===== src/hw/prio_int_defines.vh =====
// constants for the priority interrupt block with real-time clock
`ifndef PRIO_INT_DEFINES_VH
`define PRIO_INT_DEFINES_VH

`define LEVELS          8
`define VEC_W           8
`define ENABLE_DEV_ADDR 8'h17
`define VEC_SHIFT       3
`define RTC_LEVEL       3'h7
`define RTC_PERIOD_US   10000
`define CLK_PERIOD_NS   4
`define RTC_CYCLES      ((`RTC_PERIOD_US * 1000) / `CLK_PERIOD_NS)
`define RTC_CNT_W       32

`define ADDR_W          8
`define REG_INT_STATUS  8'h00
`define REG_INT_MASK    8'h04
`define REG_ENABLE      8'h08
`define REG_STATE       8'h0C
`define REG_CONTROL     8'h10

`define CTRL_MASK_ALL   0
`define CTRL_UNMASK_ALL 1
`define STATE_GMASK     8
`define STATE_HOLD      9
`define STATE_STRAP     10

`define RESP_OKAY       2'b00
`define RESP_SLVERR     2'b10
`define RST_ENABLE      8'h00
`define RST_WORD        32'h0000_0000
`define ONLY_LEVEL0     8'h01
`define ALL_LEVELS      8'hFF

`endif


===== src/hw/rtc_timer.v =====
// restartable real-time clock pulse generator
`timescale 1ns/1ps
`default_nettype none
`include "prio_int_defines.vh"

module rtc_timer #(
  parameter [`RTC_CNT_W-1:0] PERIOD = `RTC_CYCLES
) (
  // clock and reset
  input  wire aclk,
  input  wire aresetn,
  // control
  input  wire restart,
  // periodic pulse
  output reg  tick
);

  reg [`RTC_CNT_W-1:0] count_q;

  always @(posedge aclk) begin
    if (!aresetn) begin
      count_q <= {`RTC_CNT_W{1'b0}};
      tick    <= 1'b0;
    end else if (restart) begin
      // triggerable: first pulse one full period after restart
      count_q <= {`RTC_CNT_W{1'b0}};
      tick    <= 1'b0;
    end else if (count_q == PERIOD - 1'b1) begin
      count_q <= {`RTC_CNT_W{1'b0}};
      tick    <= 1'b1;
    end else begin
      count_q <= count_q + 1'b1;
      tick    <= 1'b0;
    end
  end

endmodule
`default_nettype wire


===== src/hw/prio_int.v =====
// eight-level priority interrupt logic with real-time clock and axi4-lite registers
// How it works
// - levels 1-7 masked as group and enabled singly by output to address 0x17
// - level 0 is never blocked by global mask or enable mask
// - recognition pulse issued at the moment the level is recognised
// - highest eligible level wins, 7 down to 0, only at recognition
// - first routine instruction is never interrupted; afterwards any eligible level may
// - disabled or masked requests stay pending until enabled and unmasked
// - recognition only at completion of the instruction in progress
// - vector address is eight times the recognised level, page zero
// - real-time clock gives a periodic pulse, 10 ms by default
// - with strap fitted, clock acts as level 7, cleared by level 7 recognition
// - clock interval restarts when level 7 becomes both unmasked and enabled
// - mask-all sets the global mask, blocking all but level 0
// - unmask-all clears global mask, eligible levels may interrupt right after
// - enable byte: bit 0 drives watchdog, bits 1-7 enable matching levels
// - return-with-unmask returns and clears global mask in one instruction
//
// Added by the designer: the register offsets and the AXI4-Lite interface to the registers.
`timescale 1ns/1ps
`default_nettype none
`include "prio_int_defines.vh"

module prio_int #(
  parameter [`RTC_CNT_W-1:0] RTC_CYCLES = `RTC_CYCLES
) (
  // clock and reset
  input  wire                 aclk,
  input  wire                 aresetn,
  // axi4-lite write address
  input  wire [`ADDR_W-1:0]   s_axi_awaddr,
  input  wire                 s_axi_awvalid,
  output reg                  s_axi_awready,
  // axi4-lite write data
  input  wire [31:0]          s_axi_wdata,
  input  wire [3:0]           s_axi_wstrb,
  input  wire                 s_axi_wvalid,
  output reg                  s_axi_wready,
  // axi4-lite write response
  output reg  [1:0]           s_axi_bresp,
  output reg                  s_axi_bvalid,
  input  wire                 s_axi_bready,
  // axi4-lite read address
  input  wire [`ADDR_W-1:0]   s_axi_araddr,
  input  wire                 s_axi_arvalid,
  output reg                  s_axi_arready,
  // axi4-lite read data
  output reg  [31:0]          s_axi_rdata,
  output reg  [1:0]           s_axi_rresp,
  output reg                  s_axi_rvalid,
  input  wire                 s_axi_rready,
  // request flags from interface cards, pins
  input  wire [`LEVELS-1:0]   level_req,
  input  wire                 rtc_strap,
  // processor core, same clock
  input  wire                 instr_done,
  input  wire                 mask_all_instr,
  input  wire                 unmask_all_instr,
  input  wire                 return_unmask_instr,
  input  wire                 out_strobe,
  input  wire [`ADDR_W-1:0]   out_dev,
  input  wire [7:0]           out_data,
  // recognition and vector
  output reg  [`LEVELS-1:0]   level_ack,
  output reg                  vector_valid,
  output reg  [`VEC_W-1:0]    vector_addr,
  // misc outputs
  output reg                  watchdog,
  output reg                  rtc_pulse,
  output reg                  irq
);

  // pin synchronisers
  reg  [`LEVELS-1:0] req_s1_q;
  reg  [`LEVELS-1:0] req_s2_q;
  reg                strap_s1_q;
  reg                strap_s2_q;

  always @(posedge aclk) begin
    if (!aresetn) begin
      req_s1_q   <= {`LEVELS{1'b0}};
      req_s2_q   <= {`LEVELS{1'b0}};
      strap_s1_q <= 1'b0;
      strap_s2_q <= 1'b0;
    end else begin
      req_s1_q   <= level_req;
      req_s2_q   <= req_s1_q;
      strap_s1_q <= rtc_strap;
      strap_s2_q <= strap_s1_q;
    end
  end

  // control state
  reg                gmask_q;
  reg                gmask_d;
  reg  [7:0]         enable_q;
  reg  [7:0]         enable_d;
  reg                hold_q;
  reg                rtc_req_q;
  reg                l7_open_q;
  reg  [`LEVELS-1:0] status_q;
  reg  [`LEVELS-1:0] imask_q;

  // axi write side
  reg                aw_got_q;
  reg                w_got_q;
  reg  [`ADDR_W-1:0] awaddr_q;
  reg  [31:0]        wdata_q;
  reg  [3:0]         wstrb_q;
  wire               wr_fire = aw_got_q && w_got_q && !s_axi_bvalid;
  wire               wr_lane0 = wr_fire && wstrb_q[0];
  wire               wr_ctrl = wr_lane0 && (awaddr_q == `REG_CONTROL);
  wire               wr_en_reg = wr_lane0 && (awaddr_q == `REG_ENABLE);
  wire               wr_stat = wr_lane0 && (awaddr_q == `REG_INT_STATUS);
  wire               wr_imask = wr_lane0 && (awaddr_q == `REG_INT_MASK);
  wire               wr_known = (awaddr_q == `REG_CONTROL) || (awaddr_q == `REG_ENABLE) ||
                                (awaddr_q == `REG_INT_STATUS) ||
                                (awaddr_q == `REG_INT_MASK) || (awaddr_q == `REG_STATE);
  wire               cpu_en_wr = out_strobe && (out_dev == `ENABLE_DEV_ADDR);

  // next global mask and enables; core instructions win over software writes
  always @* begin
    gmask_d = gmask_q;
    if (mask_all_instr)
      gmask_d = 1'b1;
    else if (unmask_all_instr || return_unmask_instr)
      gmask_d = 1'b0;
    else if (wr_ctrl && wdata_q[`CTRL_MASK_ALL])
      gmask_d = 1'b1;
    else if (wr_ctrl && wdata_q[`CTRL_UNMASK_ALL])
      gmask_d = 1'b0;
    enable_d = enable_q;
    if (cpu_en_wr)
      enable_d = out_data;
    else if (wr_en_reg)
      enable_d = wdata_q[7:0];
  end

  // eligibility uses the next mask, so an unmask takes effect at its own boundary
  wire [`LEVELS-1:0] req_lvl = {strap_s2_q ? rtc_req_q : req_s2_q[`LEVELS-1],
                                req_s2_q[`LEVELS-2:0]};
  wire [`LEVELS-1:0] en_mask = {enable_d[7:1], 1'b1};
  wire [`LEVELS-1:0] gm_mask = gmask_d ? `ONLY_LEVEL0 : `ALL_LEVELS;
  wire [`LEVELS-1:0] elig = req_lvl & en_mask & gm_mask;
  wire               take = instr_done && !hold_q && (|elig);

  reg  [2:0]         sel;
  integer            i;
  always @* begin
    sel = 3'h0;
    for (i = 0; i < `LEVELS; i = i + 1) begin
      if (elig[i])
        sel = i[2:0];
    end
  end

  wire               l7_open_d = enable_d[7] && !gmask_d;
  wire               rtc_restart = l7_open_d && !l7_open_q;
  wire               rtc_tick;

  rtc_timer #(
    .PERIOD (RTC_CYCLES)
  ) u_rtc (
    .aclk    (aclk),
    .aresetn (aresetn),
    .restart (rtc_restart),
    .tick    (rtc_tick)
  );

  // recognition, vectoring and interrupt core
  always @(posedge aclk) begin
    if (!aresetn) begin
      gmask_q      <= 1'b0;
      enable_q     <= `RST_ENABLE;
      hold_q       <= 1'b0;
      rtc_req_q    <= 1'b0;
      l7_open_q    <= 1'b0;
      level_ack    <= {`LEVELS{1'b0}};
      vector_valid <= 1'b0;
      vector_addr  <= {`VEC_W{1'b0}};
      watchdog     <= 1'b0;
      rtc_pulse    <= 1'b0;
    end else begin
      gmask_q      <= gmask_d;
      enable_q     <= enable_d;
      watchdog     <= enable_d[0];
      l7_open_q    <= l7_open_d;
      rtc_pulse    <= rtc_tick;
      level_ack    <= take ? (`ONLY_LEVEL0 << sel) : {`LEVELS{1'b0}};
      vector_valid <= take;
      if (take)
        vector_addr <= {{(`VEC_W-3-`VEC_SHIFT){1'b0}}, sel, {`VEC_SHIFT{1'b0}}};
      // first routine instruction runs without interruption
      if (take)
        hold_q <= 1'b1;
      else if (instr_done)
        hold_q <= 1'b0;
      // clock request: a new tick wins over its own clear
      if (rtc_tick)
        rtc_req_q <= 1'b1;
      else if (take && sel == `RTC_LEVEL)
        rtc_req_q <= 1'b0;
    end
  end

  // sticky recognition events, write one to clear, set wins
  wire [`LEVELS-1:0] ev = take ? (`ONLY_LEVEL0 << sel) : {`LEVELS{1'b0}};
  wire [`LEVELS-1:0] st_clr = wr_stat ? wdata_q[`LEVELS-1:0] : {`LEVELS{1'b0}};
  // irq follows next status and mask, so a clear drops it without an extra cycle
  wire [`LEVELS-1:0] status_d = ev | (status_q & ~st_clr);
  wire [`LEVELS-1:0] imask_d = wr_imask ? wdata_q[`LEVELS-1:0] : imask_q;
  always @(posedge aclk) begin
    if (!aresetn) begin
      status_q <= {`LEVELS{1'b0}};
      imask_q  <= {`LEVELS{1'b0}};
      irq      <= 1'b0;
    end else begin
      status_q <= status_d;
      imask_q  <= imask_d;
      irq      <= |(status_d & imask_d);
    end
  end

  // axi write channel: address and data accepted in either order
  always @(posedge aclk) begin
    if (!aresetn) begin
      aw_got_q      <= 1'b0;
      w_got_q       <= 1'b0;
      awaddr_q      <= {`ADDR_W{1'b0}};
      wdata_q       <= `RST_WORD;
      wstrb_q       <= 4'h0;
      s_axi_awready <= 1'b0;
      s_axi_wready  <= 1'b0;
      s_axi_bvalid  <= 1'b0;
      s_axi_bresp   <= `RESP_OKAY;
    end else begin
      s_axi_awready <= !aw_got_q && !s_axi_awready && !s_axi_bvalid;
      s_axi_wready  <= !w_got_q && !s_axi_wready && !s_axi_bvalid;
      if (s_axi_awvalid && s_axi_awready) begin
        aw_got_q      <= 1'b1;
        awaddr_q      <= {s_axi_awaddr[`ADDR_W-1:2], 2'b00};
        s_axi_awready <= 1'b0;
      end
      if (s_axi_wvalid && s_axi_wready) begin
        w_got_q      <= 1'b1;
        wdata_q      <= s_axi_wdata;
        wstrb_q      <= s_axi_wstrb;
        s_axi_wready <= 1'b0;
      end
      if (wr_fire) begin
        aw_got_q     <= 1'b0;
        w_got_q      <= 1'b0;
        s_axi_bvalid <= 1'b1;
        s_axi_bresp  <= wr_known ? `RESP_OKAY : `RESP_SLVERR;
      end else if (s_axi_bvalid && s_axi_bready) begin
        s_axi_bvalid <= 1'b0;
      end
    end
  end

  // axi read channel; unmapped reads answer slverr with zero data
  wire [`ADDR_W-1:0] raddr = {s_axi_araddr[`ADDR_W-1:2], 2'b00};
  reg  [31:0]        rd_word;
  reg                rd_ok;
  always @* begin
    rd_word = `RST_WORD;
    rd_ok   = 1'b1;
    case (raddr)
      `REG_INT_STATUS: rd_word[`LEVELS-1:0] = status_q;
      `REG_INT_MASK:   rd_word[`LEVELS-1:0] = imask_q;
      `REG_ENABLE:     rd_word[7:0] = enable_q;
      `REG_STATE: begin
        rd_word[`LEVELS-1:0]  = req_lvl;
        rd_word[`STATE_GMASK] = gmask_q;
        rd_word[`STATE_HOLD]  = hold_q;
        rd_word[`STATE_STRAP] = strap_s2_q;
      end
      `REG_CONTROL:    rd_word = `RST_WORD;
      default:         rd_ok = 1'b0;
    endcase
  end

  always @(posedge aclk) begin
    if (!aresetn) begin
      s_axi_arready <= 1'b0;
      s_axi_rvalid  <= 1'b0;
      s_axi_rdata   <= `RST_WORD;
      s_axi_rresp   <= `RESP_OKAY;
    end else begin
      s_axi_arready <= !s_axi_arready && !s_axi_rvalid && !s_axi_arvalid ? 1'b0 :
                       (!s_axi_arready && !s_axi_rvalid);
      if (s_axi_arvalid && s_axi_arready) begin
        s_axi_arready <= 1'b0;
        s_axi_rvalid  <= 1'b1;
        s_axi_rdata   <= rd_word;
        s_axi_rresp   <= rd_ok ? `RESP_OKAY : `RESP_SLVERR;
      end else if (s_axi_rvalid && s_axi_rready) begin
        s_axi_rvalid <= 1'b0;
      end
    end
  end

endmodule
`default_nettype wire


===== config.mk =====
export PLATFORM = sky130hd
export DESIGN_NAME = prio_int
export DESIGN_NICKNAME = d
export VERILOG_FILES = /design/src/hw/rtc_timer.v /design/src/hw/prio_int.v
export VERILOG_INCLUDE_DIRS = /design/src /design/src/hw
export SDC_FILE = /design/constraint.sdc
export NUM_CORES = 1
export LEC_CHECK = 0
export ABC_CLOCK_PERIOD_IN_PS = 5600
export BUFFER_PORTS_ARGS = -buffer_cell sky130_fd_sc_hd__buf_2
export CAP_MARGIN = 10
export CORE_MARGIN = 2
export CORE_UTILIZATION = 40
export DETAILED_ROUTE_END_ITERATION = 6
export GPL_ROUTABILITY_DRIVEN = 0
export PLACE_DENSITY = 0.6
export RECOVER_POWER = 50
export SLEW_MARGIN = 30
export SYNTH_ARGS = -nofsm -noshare
export SYNTH_HDL_FRONTEND = slang
export SYNTH_SLANG_ARGS = --single-unit

===== constraint.sdc =====
create_clock -name aclk -period 5.6 [get_ports aclk]
set_input_delay 1.68 -clock aclk [delete_from_list [all_inputs] [get_ports aclk]]
set_output_delay 1.68 -clock aclk [all_outputs]
set_load 0.05 [all_outputs]

==> run metrics, run 1 <==
status finished with violations; failing checks capacitance limit, slew limit; Remaining DRCs 0; GR Util All Layers 19.9%; placed instance count 867; cell count after synthesis 623; vias in the first global route 4559; Setup-failing EPs final 0; Core ar. 0.0139 mm²; row cnt 43; fmax 226 MHz; drt initial violations 272; nets around 800; Final Hold Vio Count 0; crit path DAT 4.78 ns; Req. time, crit path about 6.0 ns; clock-pin slew on the worst setup and hold paths around 0.060 ns; Main synth FF type dfxtp_1; Yosys warnings 0; average size of a mapped cell 9.09 µm²; drt wl/cell 16.2 µm; commonest non-fill, non-tap cell in the layout dfxtp_1; CTS Buf Count 17; RSZ-0062 raised after global routing no; most frequent cells in the layout 128 x dfxtp_1, 82 x nor2_1, 64 x buf_2, 49 x nand2_1, 32 x a21oi_1; initial core utilization 40.8%; Place WS 0.894 ns; hold slack 0.431 ns; post-layout instance area 0.00676 mm²; initial antenna violation count 1; hold-fix buffers at CTS 0; vias per cell 5.35; CP Launch Type input port; Async S/R FF share, synth 0%; Post-synth EDFFs 0; post-CTS setup buffer count 0; die height 123 µm; sequential area share after synthesis between 40% and 50%; Layout area overhead 19.3%; Worst setup EP type flip-flop; worst reg2reg setup slack 2.18 ns; Area after DPL slightly above 0.006 mm²; Power Density 344 mW/mm²; gr ovfl total 0; Slew Limit Headroom -54.9%; Seq cells post-synth 128; Max Cap Viol 2; H-tree depth 4; Setup TNS 0 ns; clock skew 0.00694 ns; Mapped Area 0.00566 mm²; # IOs 150; Register Area 0.00256 mm²; Antenna Nets Post-Route 0; synth unique cells just under 70; Crit Path Max Fanout 24; first-pass GRT wire length 22900 µm; period utilization 79.1%; pin count of the biggest net entering global routing 52; IO Port Bufs 90; die footprint 0.0151 mm²; # fillers 1338; worst slew pin tran 2.32 ns; CTS tree built; Final min period 4.43 ns; share of cells above drive strength 1 17.8%; multi-input logic area ~0.0028 mm²; die width 123 µm; drt first pass iters 5; maximum vdd drop 0.200 mV; max-slew violations 94; HPWL after DPL 10500 µm; Vias 4818; Hold Crit Class reg2reg; Setup CP Type in2reg; LEAKAGE approximately 2.6 nW; Finished Layout Cells 900; Bufs on Longest Clock Path 2; Root Buffer clkbuf_16; clock latency on the worst-skew pair 0.42 ns; worst setup margin 1.17 ns; final WL 14600 µm; # resized after CTS 0; Sink Count 128
cells by family (layout without fill, tap and decap cells):
group | count (synthesis) | after routing | synth area share, %
and+or+nand+nor | 270 | 270 | 24.7
other | 1 | 29 | 0.0662
AOI/OAI and AO/OA | 109 | 109 | 13.5
adders and majority gates | 1 | 1 | 0.221
xor gates and xnor gates | 30 | 30 | 4.64
buffers and inverters | 66 | 135 | 6.58
muxes | 18 | 18 | 5.06
DFF | 128 | 128 | 45.2
through the flow:
step                      total power [mW]  utilization (%)
after CTS                             2.34             48.9
after global routing                  2.40             48.7
after floorplan                       1.10                -
final                                 2.32             48.7
after global placement                1.13             44.2
after detailed placement              1.13             44.2
routing by layer:
layer	wire, µm	track usage (%)
met3	855	5.30
met5	0	0
met2	6830	31.8
met1	6460	25.1
met4	427	9.02
power breakdown:
group	internal (mW)	switching (mW)
clock network	0.823	0.392
registers	0.930	0.0189
logic	0.0424	0.117
total	1.80	0.528
state kept, by name (all words and copies together), names as in the netlist, 3 cells and up:
signal         flops
u_rtc.count_q     32
s_axi_rdata       11
enable_q           8
imask_q            8
level_ack          8
req_s1_q           8
req_s2_q           8
status_q           8
wdata_q            8
awaddr_q           6
vector_addr        3
cell usage after synthesis, types with 3 or more instances:
cell type	number	area, µm²
o31ai_1	4	30.0
clkbuf_1	21	78.8
mux4_2	8	180
o21ai_0	7	35.0
nand3_1	19	95.1
or2_2	3	18.8
a22oi_1	13	97.6
nand3b_1	3	22.5
and4_1	4	35.0
nor3_1	18	90.1
a21boi_0	3	22.5
nand4_1	15	93.8
o41ai_1	7	61.3
dfxtp_1	128	2560
xnor2_1	19	166
nor4_1	8	50.1
xor2_1	11	96.3
mux2i_1	5	50.1
a31oi_1	13	81.3
a211oi_1	4	30.0
and3_1	8	50.1
buf_4	28	210
nand2_1	50	188
o21a_1	4	30.0
buf_2	4	20.0
nand2b_1	9	56.3
and2_1	28	175
a21oi_1	32	160
mux2_2	5	56.3
inv_1	8	30.0
nor2_1	82	308
nor4b_1	3	26.3
or3_1	3	18.8
final timing paths:
| check | startpoint | to | cells past startpoint |
|---|---|---|---|
| setup / recovery | out_dev[3] | irq$_SDFF_PN0_ | 8 |
| hold / removal | req_s1_q[4]$_SDFF_PN0_ | req_s2_q[4]$_SDFF_PN0_ | 1 |
| setup reg to reg | aw_got_q$_SDFFE_PP0P_ | irq$_SDFF_PN0_ | 7 |
| hold reg to reg | req_s1_q[4]$_SDFF_PN0_ | req_s2_q[4]$_SDFF_PN0_ | 1 |
worst max-delay path, stage by stage:
cell,delay [ns]
buf_2,0.09
nand3b_1,0.40
or3_1,0.76
a31oi_1,0.55
o21ai_2,0.20
and2_1,0.29
a2111oi_0,0.53
o41a_1,0.27
final cells by class:
class                      count  area share, %
antenna                        1         0.0370
clock buffer                  22           7.02
clock inverter                10           2.69
inverter                       9          0.500
multi-input combinational    456           41.9
sequential                   128           37.9
tap                          180           3.33
timing repair buffer          94           6.57
(Power assumes the default switching activity.)
==> inputs of run 2 (changes only) <==
--- a/config.mk
+++ b/config.mk
@@ -6,7 +6,7 @@
 export SDC_FILE = /design/constraint.sdc
 export NUM_CORES = 1
 export LEC_CHECK = 0
-export ABC_CLOCK_PERIOD_IN_PS = 5600
+export ABC_CLOCK_PERIOD_IN_PS = 4600
 export BUFFER_PORTS_ARGS = -buffer_cell sky130_fd_sc_hd__buf_2
 export CAP_MARGIN = 10
 export CORE_MARGIN = 2
==> constraint.sdc (replaced) <==
create_clock -name aclk -period 4.6 [get_ports aclk]
set_input_delay 1.38 -clock aclk [delete_from_list [all_inputs] [get_ports aclk]]
set_output_delay 1.38 -clock aclk [all_outputs]
set_load 0.05 [all_outputs]
==> run 2 against run 1 <==
- the flow still finishes with violations (capacitance limit, slew limit)
- hold slack about the same
- utilization decreased by 0.20 points
- critical endpoint is now s_axi_arready$_SDFF_PP0_
- register-to-register slack got worse by 0.88 ns
- sequential share of layout area increased by 0.16 points
- clock skew increased by 0.0030 ns
- via count increased by 0.19%
- global-route usage decreased by 0.28 points
- combinational power increased by 23%
- worst setup slack got worse by 0.39 ns
- final cell count increased by 0.56%
- sequential cell count unchanged
==> run metrics, run 2 (synthesis gave the netlist of run 1 again) <==
status finished with violations; failing checks capacitance limit, slew limit; # fillers 1363; Util after Layout 48.5%; Sink Count approximately 130; H-tree depth 4; commonest non-fill, non-tap cell in the layout dfxtp_1; post-CTS setup buffer count 0; RSZ-0062 raised after global routing no; max-slew violations 42; Root Buffer clkbuf_16; die footprint 0.0151 mm²; Final min period 3.82 ns; Slew Limit Headroom -7.78%; CTS Buf Count 17; die height 123 µm; Largest Register u_rtc.count_q; drt initial violations 262; # IOs 150; period utilization 82.9%; Finished Layout Cells 905; hold endpoint strap_s2_q$_SDFF_PN0_; Register Area approximately 0.0026 mm²; first-pass GRT wire length 22700 µm; worst r2r src aw_got_q$_SDFFE_PP0P_; fmax between 200 and 300 MHz; Core ar. 0.0139 mm²; Layout area overhead 18.8%; Setup CP Type in2reg; reg2reg path depth 7; LEAKAGE 2.60 nW; Bufs on Longest Clock Path 2; Power Density 395 mW/mm²; crit path DAT 4.11 ns; die width 123 µm; share of cells above drive strength 1 between 15 and 20%; # resized after CTS 0; IO Port Bufs 90; clock-pin slew on the worst setup and hold paths 0.05 ns; Remaining DRCs 0; drt first pass iters 5; Final Hold Vio Count 0; Setup TNS 0 ns; nets 801; gr ovfl total 0; Hold Crit Class reg2reg; max reg flops 32; initial core utilization 40.8%; clock skew 0.00994 ns; Cell Chain, Critical Path buf_2, clkbuf_1, clkinv_1, clkbuf_2, nor4b_1; Worst setup EP type flip-flop; vias per cell 5.33; maximum vdd drop 0.203 mV; GR Util All Layers 19.6%; worst reg2reg setup slack 1.30 ns; Final Total Pwr 2.66 mW; initial antenna violation count 1; vias in the first global route 4592; row cnt 43; RR Endpoint irq$_SDFF_PN0_; multi-input logic area 0.00283 mm²; Worst path slowest cell clkbuf_1; pin count of the biggest net entering global routing 52; Max Cap Viol 1; HPWL after DPL 10500 µm; hold-fix buffers at CTS 0; worst slew pin tran between 1.5 and 2 ns; Req. time, crit path slightly below 5 ns; clock latency on the worst-skew pair between 0.4 and 0.5 ns; hold path start strap_s1_q$_SDFF_PN0_; final WL 14300 µm; top flop regs u_rtc.count_q: 32 flops, s_axi_rdata: 11 flops; Max stage delay on crit path about 1.2 ns; Hold Path Depth 1; placed instance count 872; Setup-failing EPs final 0; Vias 4827; most frequent cells in the layout 128 x dfxtp_1, 82 x nor2_1, 73 x buf_2, 50 x nand2_1, 32 x a21oi_1; Crit Path Max Fanout 51; Antenna Nets Post-Route 0; drt wl/cell 15.8 µm; CTS tree built; CP Launch Type input port
## run 2: worst max-delay path by stage
stage | startpoint | to | slack [ns] | cells past startpoint
2_1_floorplan | out_dev[6] | irq$_SDFF_PN0_ | 0.81 | 10
5_1_grt | aresetn | s_axi_arready$_SDFF_PP0_ | 0.43 | 5
3_5_place_dp | out_dev[7] | irq$_SDFF_PN0_ | 0.55 | 8
6_report | aresetn | s_axi_arready$_SDFF_PP0_ | 0.78 | 5
4_1_cts | out_dev[7] | irq$_SDFF_PN0_ | 1.0 | 9
3_3_place_gp | out_dev[7] | irq$_SDFF_PN0_ | 0.57 | 8
## run 2: through the flow
step           hold slack, ns  setup slack [ns]  area (µm²)
2_1_floorplan           0.412             0.812        5770
3_3_place_gp            0.424             0.569        6170
3_5_place_dp            0.423             0.554        6170
4_1_cts                 0.435             0.999        6750
5_1_grt                 0.455             0.431        6730
6_report                0.431             0.785        6730
## run 2: report_power, final
part           leakage (nW)  switching [mW]  internal [mW]
registers              1.04          0.0231           1.13
logic                  1.27           0.143         0.0536
clock network         0.290           0.472          0.836
total                  2.60           0.638           2.02
## run 2: worst max-delay path: cells and delay by family
| kind | cells | cell delay, ns |
|---|---|---|
| and+or+nand+nor | 1 | 0.50 |
| buffers and inverters | 4 | 2.16 |
## run 2: cell type report
| class | count | area share (%) |
|---|---|---|
| diodes | 1 | 0.0372 |
| clock buffers | 22 | 7.05 |
| clock inverters | 10 | 1.64 |
| inverters | 9 | 0.502 |
| multi-input cells | 456 | 42.1 |
| flip-flops and latches | 128 | 38.1 |
| well taps | 180 | 3.35 |
| repair buffers | 99 | 7.29 |
## run 2: per-layer routing
| metal | global-route usage, % | routed length [µm] | vias to the layer above |
|---|---|---|---|
| met5 | 0 | 0 | - |
| met4 | 9.09 | 410 | 0 |
| met3 | 5.58 | 1050 | 32 |
| met2 | 31.3 | 6590 | 169 |
| met1 | 24.5 | 6270 | 2284 |
| li1 | - | - | 2342 |
==> inputs of run 3 (changes only) <==
--- a/config.mk
+++ b/config.mk
@@ -6,7 +6,7 @@
 export SDC_FILE = /design/constraint.sdc
 export NUM_CORES = 1
 export LEC_CHECK = 0
-export ABC_CLOCK_PERIOD_IN_PS = 4600
+export ABC_CLOCK_PERIOD_IN_PS = 3840
 export BUFFER_PORTS_ARGS = -buffer_cell sky130_fd_sc_hd__buf_2
 export CAP_MARGIN = 10
 export CORE_MARGIN = 2
==> constraint.sdc (replaced) <==
create_clock -name aclk -period 3.84 [get_ports aclk]
set_input_delay 1.152 -clock aclk [delete_from_list [all_inputs] [get_ports aclk]]
set_output_delay 1.152 -clock aclk [all_outputs]
set_load 0.05 [all_outputs]
==> run 3 against run 2 <==
- the run now ends clean
- register-to-register slack got worse by 0.68 ns
- highest routed layer unchanged
- cell area is 0.67% higher
- critical endpoint is now irq$_SDFF_PN0_
- routed wire length increased by 1.7%
- largest power group unchanged
- worst setup slack worse by 0.17 ns
==> run metrics, run 3 (synthesis gave the netlist of run 1 again) <==
die footprint 0.0151 mm²; Hold Crit Class reg2reg; switching share of power 24.8%; RR Endpoint irq$_SDFF_PN0_; row cnt 43; first-pass GRT wire length 23000 µm; share of cells above drive strength 1 around a fifth; period utilization 83.9%; vias in the first global route around 4600; hold-fix buffers at CTS 0; Core ar. 0.0139 mm²; initial core utilization 40.8%; worst reg2reg setup slack 0.62 ns; H-tree depth 4; Crit Path Max Fanout 9; RSZ-0062 raised after global routing no; clock latency on the worst-skew pair 0.43 ns; sw power 777 µW; Antenna Nets Post-Route 0; Sink Count around 130; # IOs 150; LEAKAGE 2.62 nW; Setup CP Type reg2reg; Final min period roughly 3.2 ns; # fillers about 1300; Largest Register u_rtc.count_q; Req. time, crit path 4.14 ns; HPWL after DPL 10800 µm; hold slack 0.434 ns; Clock power frac 48.2%; pin count of the biggest net entering global routing 52; Layout area overhead 19.6%; Remaining DRCs 0; Antenna Diode Count 0; Setup TNS 0 ns; drt initial violations 266; # resized after CTS 0; top flop regs u_rtc.count_q: 32 flops, s_axi_rdata: 11 flops; max-slew violations 0; worst slew pin tran 1.09 ns; Root Buffer clkbuf_16; maximum vdd drop 0.266 mV; Worst setup EP type flip-flop; final WL 14600 µm; max reg flops 32; nets roughly 810; most frequent cells in the layout 128 x dfxtp_1, 82 x nor2_1, 70 x buf_2, 50 x nand2_1, 32 x a21oi_1; drt first pass iters 4; die height 123 µm; initial antenna violation count 0; Slew Limit Headroom 27.5%; reg2reg path depth 7; crit path DAT 3.52 ns; Final Hold Vio Count 0; post-CTS setup buffer count 0; Max Cap Viol 0; vias per cell 5.34; worst r2r src awaddr_q[4]$_SDFFE_PN0P_; fmax 310 MHz; drt wl/cell 15.9 µm; clock skew 0.0161 ns; CTS Buf Count 17; status finished, final reports clean; Gate power share 7.6%; crit path launch awaddr_q[4]$_SDFFE_PN0P_; IO Port Bufs 90; Setup-failing EPs final 0; CTS tree built; gr ovfl total 0; internal power 2.35 mW; clock-pin slew on the worst setup and hold paths 0.05 ns; commonest non-fill, non-tap cell in the layout dfxtp_1; die width about 120 µm; sequential power share 44.2%; Bufs on Longest Clock Path 2; crit path to irq$_SDFF_PN0_; Vias 4888; Power Density 462 mW/mm²; CP Launch Type flip-flop; GR Util All Layers 20.0%
==> run 3: area by class of cell <==
cell class,instances,area [µm²],share of cell area [%]
clock buffers,21,470,6.94
clock inverters,11,88.8,1.31
inverters,9,33.8,0.499
multi-input cells,456,2820,41.7
flip-flops and latches,128,2560,37.8
well taps,180,225,3.32
repair buffers,110,569,8.40
==> run 3: metrics by stage <==
step / instances / worst slack [ns] / instance area, µm² / util [%] / total power, mW
after global placement: 883 / 0.260 / 6250 / 45.0 / 1.65
after global routing: 915 / 0.401 / 6770 / 48.8 / 3.24
after floorplan: 650 / 0.280 / 5770 / - / 1.60
after detailed placement: 883 / 0.209 / 6250 / 45.0 / 1.65
final: 915 / 0.619 / 6770 / 48.8 / 3.13
after CTS: 915 / 0.648 / 6810 / 49.1 / 3.17
==> run 3: critical path, cell delays in order, from the launching register on <==
cell and delay, ns:
dfxtp_1 0.36, nor4_4 0.54, nand4b_1 0.61, mux2_2 0.50
a32oi_1 0.19, nand2_1 0.09, or4_1 0.46, o41a_1 0.34
==> run 3: worst min-delay path by stage <==
| stage | startpoint | end | slack [ns] | cells past startpoint |
|---|---|---|---|---|
| 2_1_floorplan | req_s1_q[0]$_SDFF_PN0_ | req_s2_q[0]$_SDFF_PN0_ | 0.41 | 1 |
| 3_3_place_gp | req_s1_q[6]$_SDFF_PN0_ | req_s2_q[6]$_SDFF_PN0_ | 0.42 | 1 |
| 3_5_place_dp | strap_s1_q$_SDFF_PN0_ | strap_s2_q$_SDFF_PN0_ | 0.42 | 1 |
| 4_1_cts | strap_s1_q$_SDFF_PN0_ | strap_s2_q$_SDFF_PN0_ | 0.44 | 1 |
| 5_1_grt | req_s1_q[1]$_SDFF_PN0_ | req_s2_q[1]$_SDFF_PN0_ | 0.45 | 1 |
| 6_report | strap_s1_q$_SDFF_PN0_ | strap_s2_q$_SDFF_PN0_ | 0.43 | 1 |
==> run 3: power groups by stage <==
stage               sequential [mW]  combinational [mW]  clock, mW
finish                         1.38               0.237       1.51
global route                   1.39               0.258       1.60
CTS                            1.38               0.239       1.55
detailed placement             1.41               0.238          0
global placement               1.41               0.235          0
floorplan                      1.42               0.180          0
==> run 3: metal layers <==
metal / track usage (%) / up-vias / share of wire (%) / wire length, µm
met4: 9.30 / 0 / 2.3 / 334
met2: 32.9 / 170 / 47 / 6900
met1: 24.5 / 2319 / 43 / 6240
met3: 5.40 / 35 / 7.5 / 1090
li1: - / 2364 / - / -
met5: 0 / - / 0 / 0
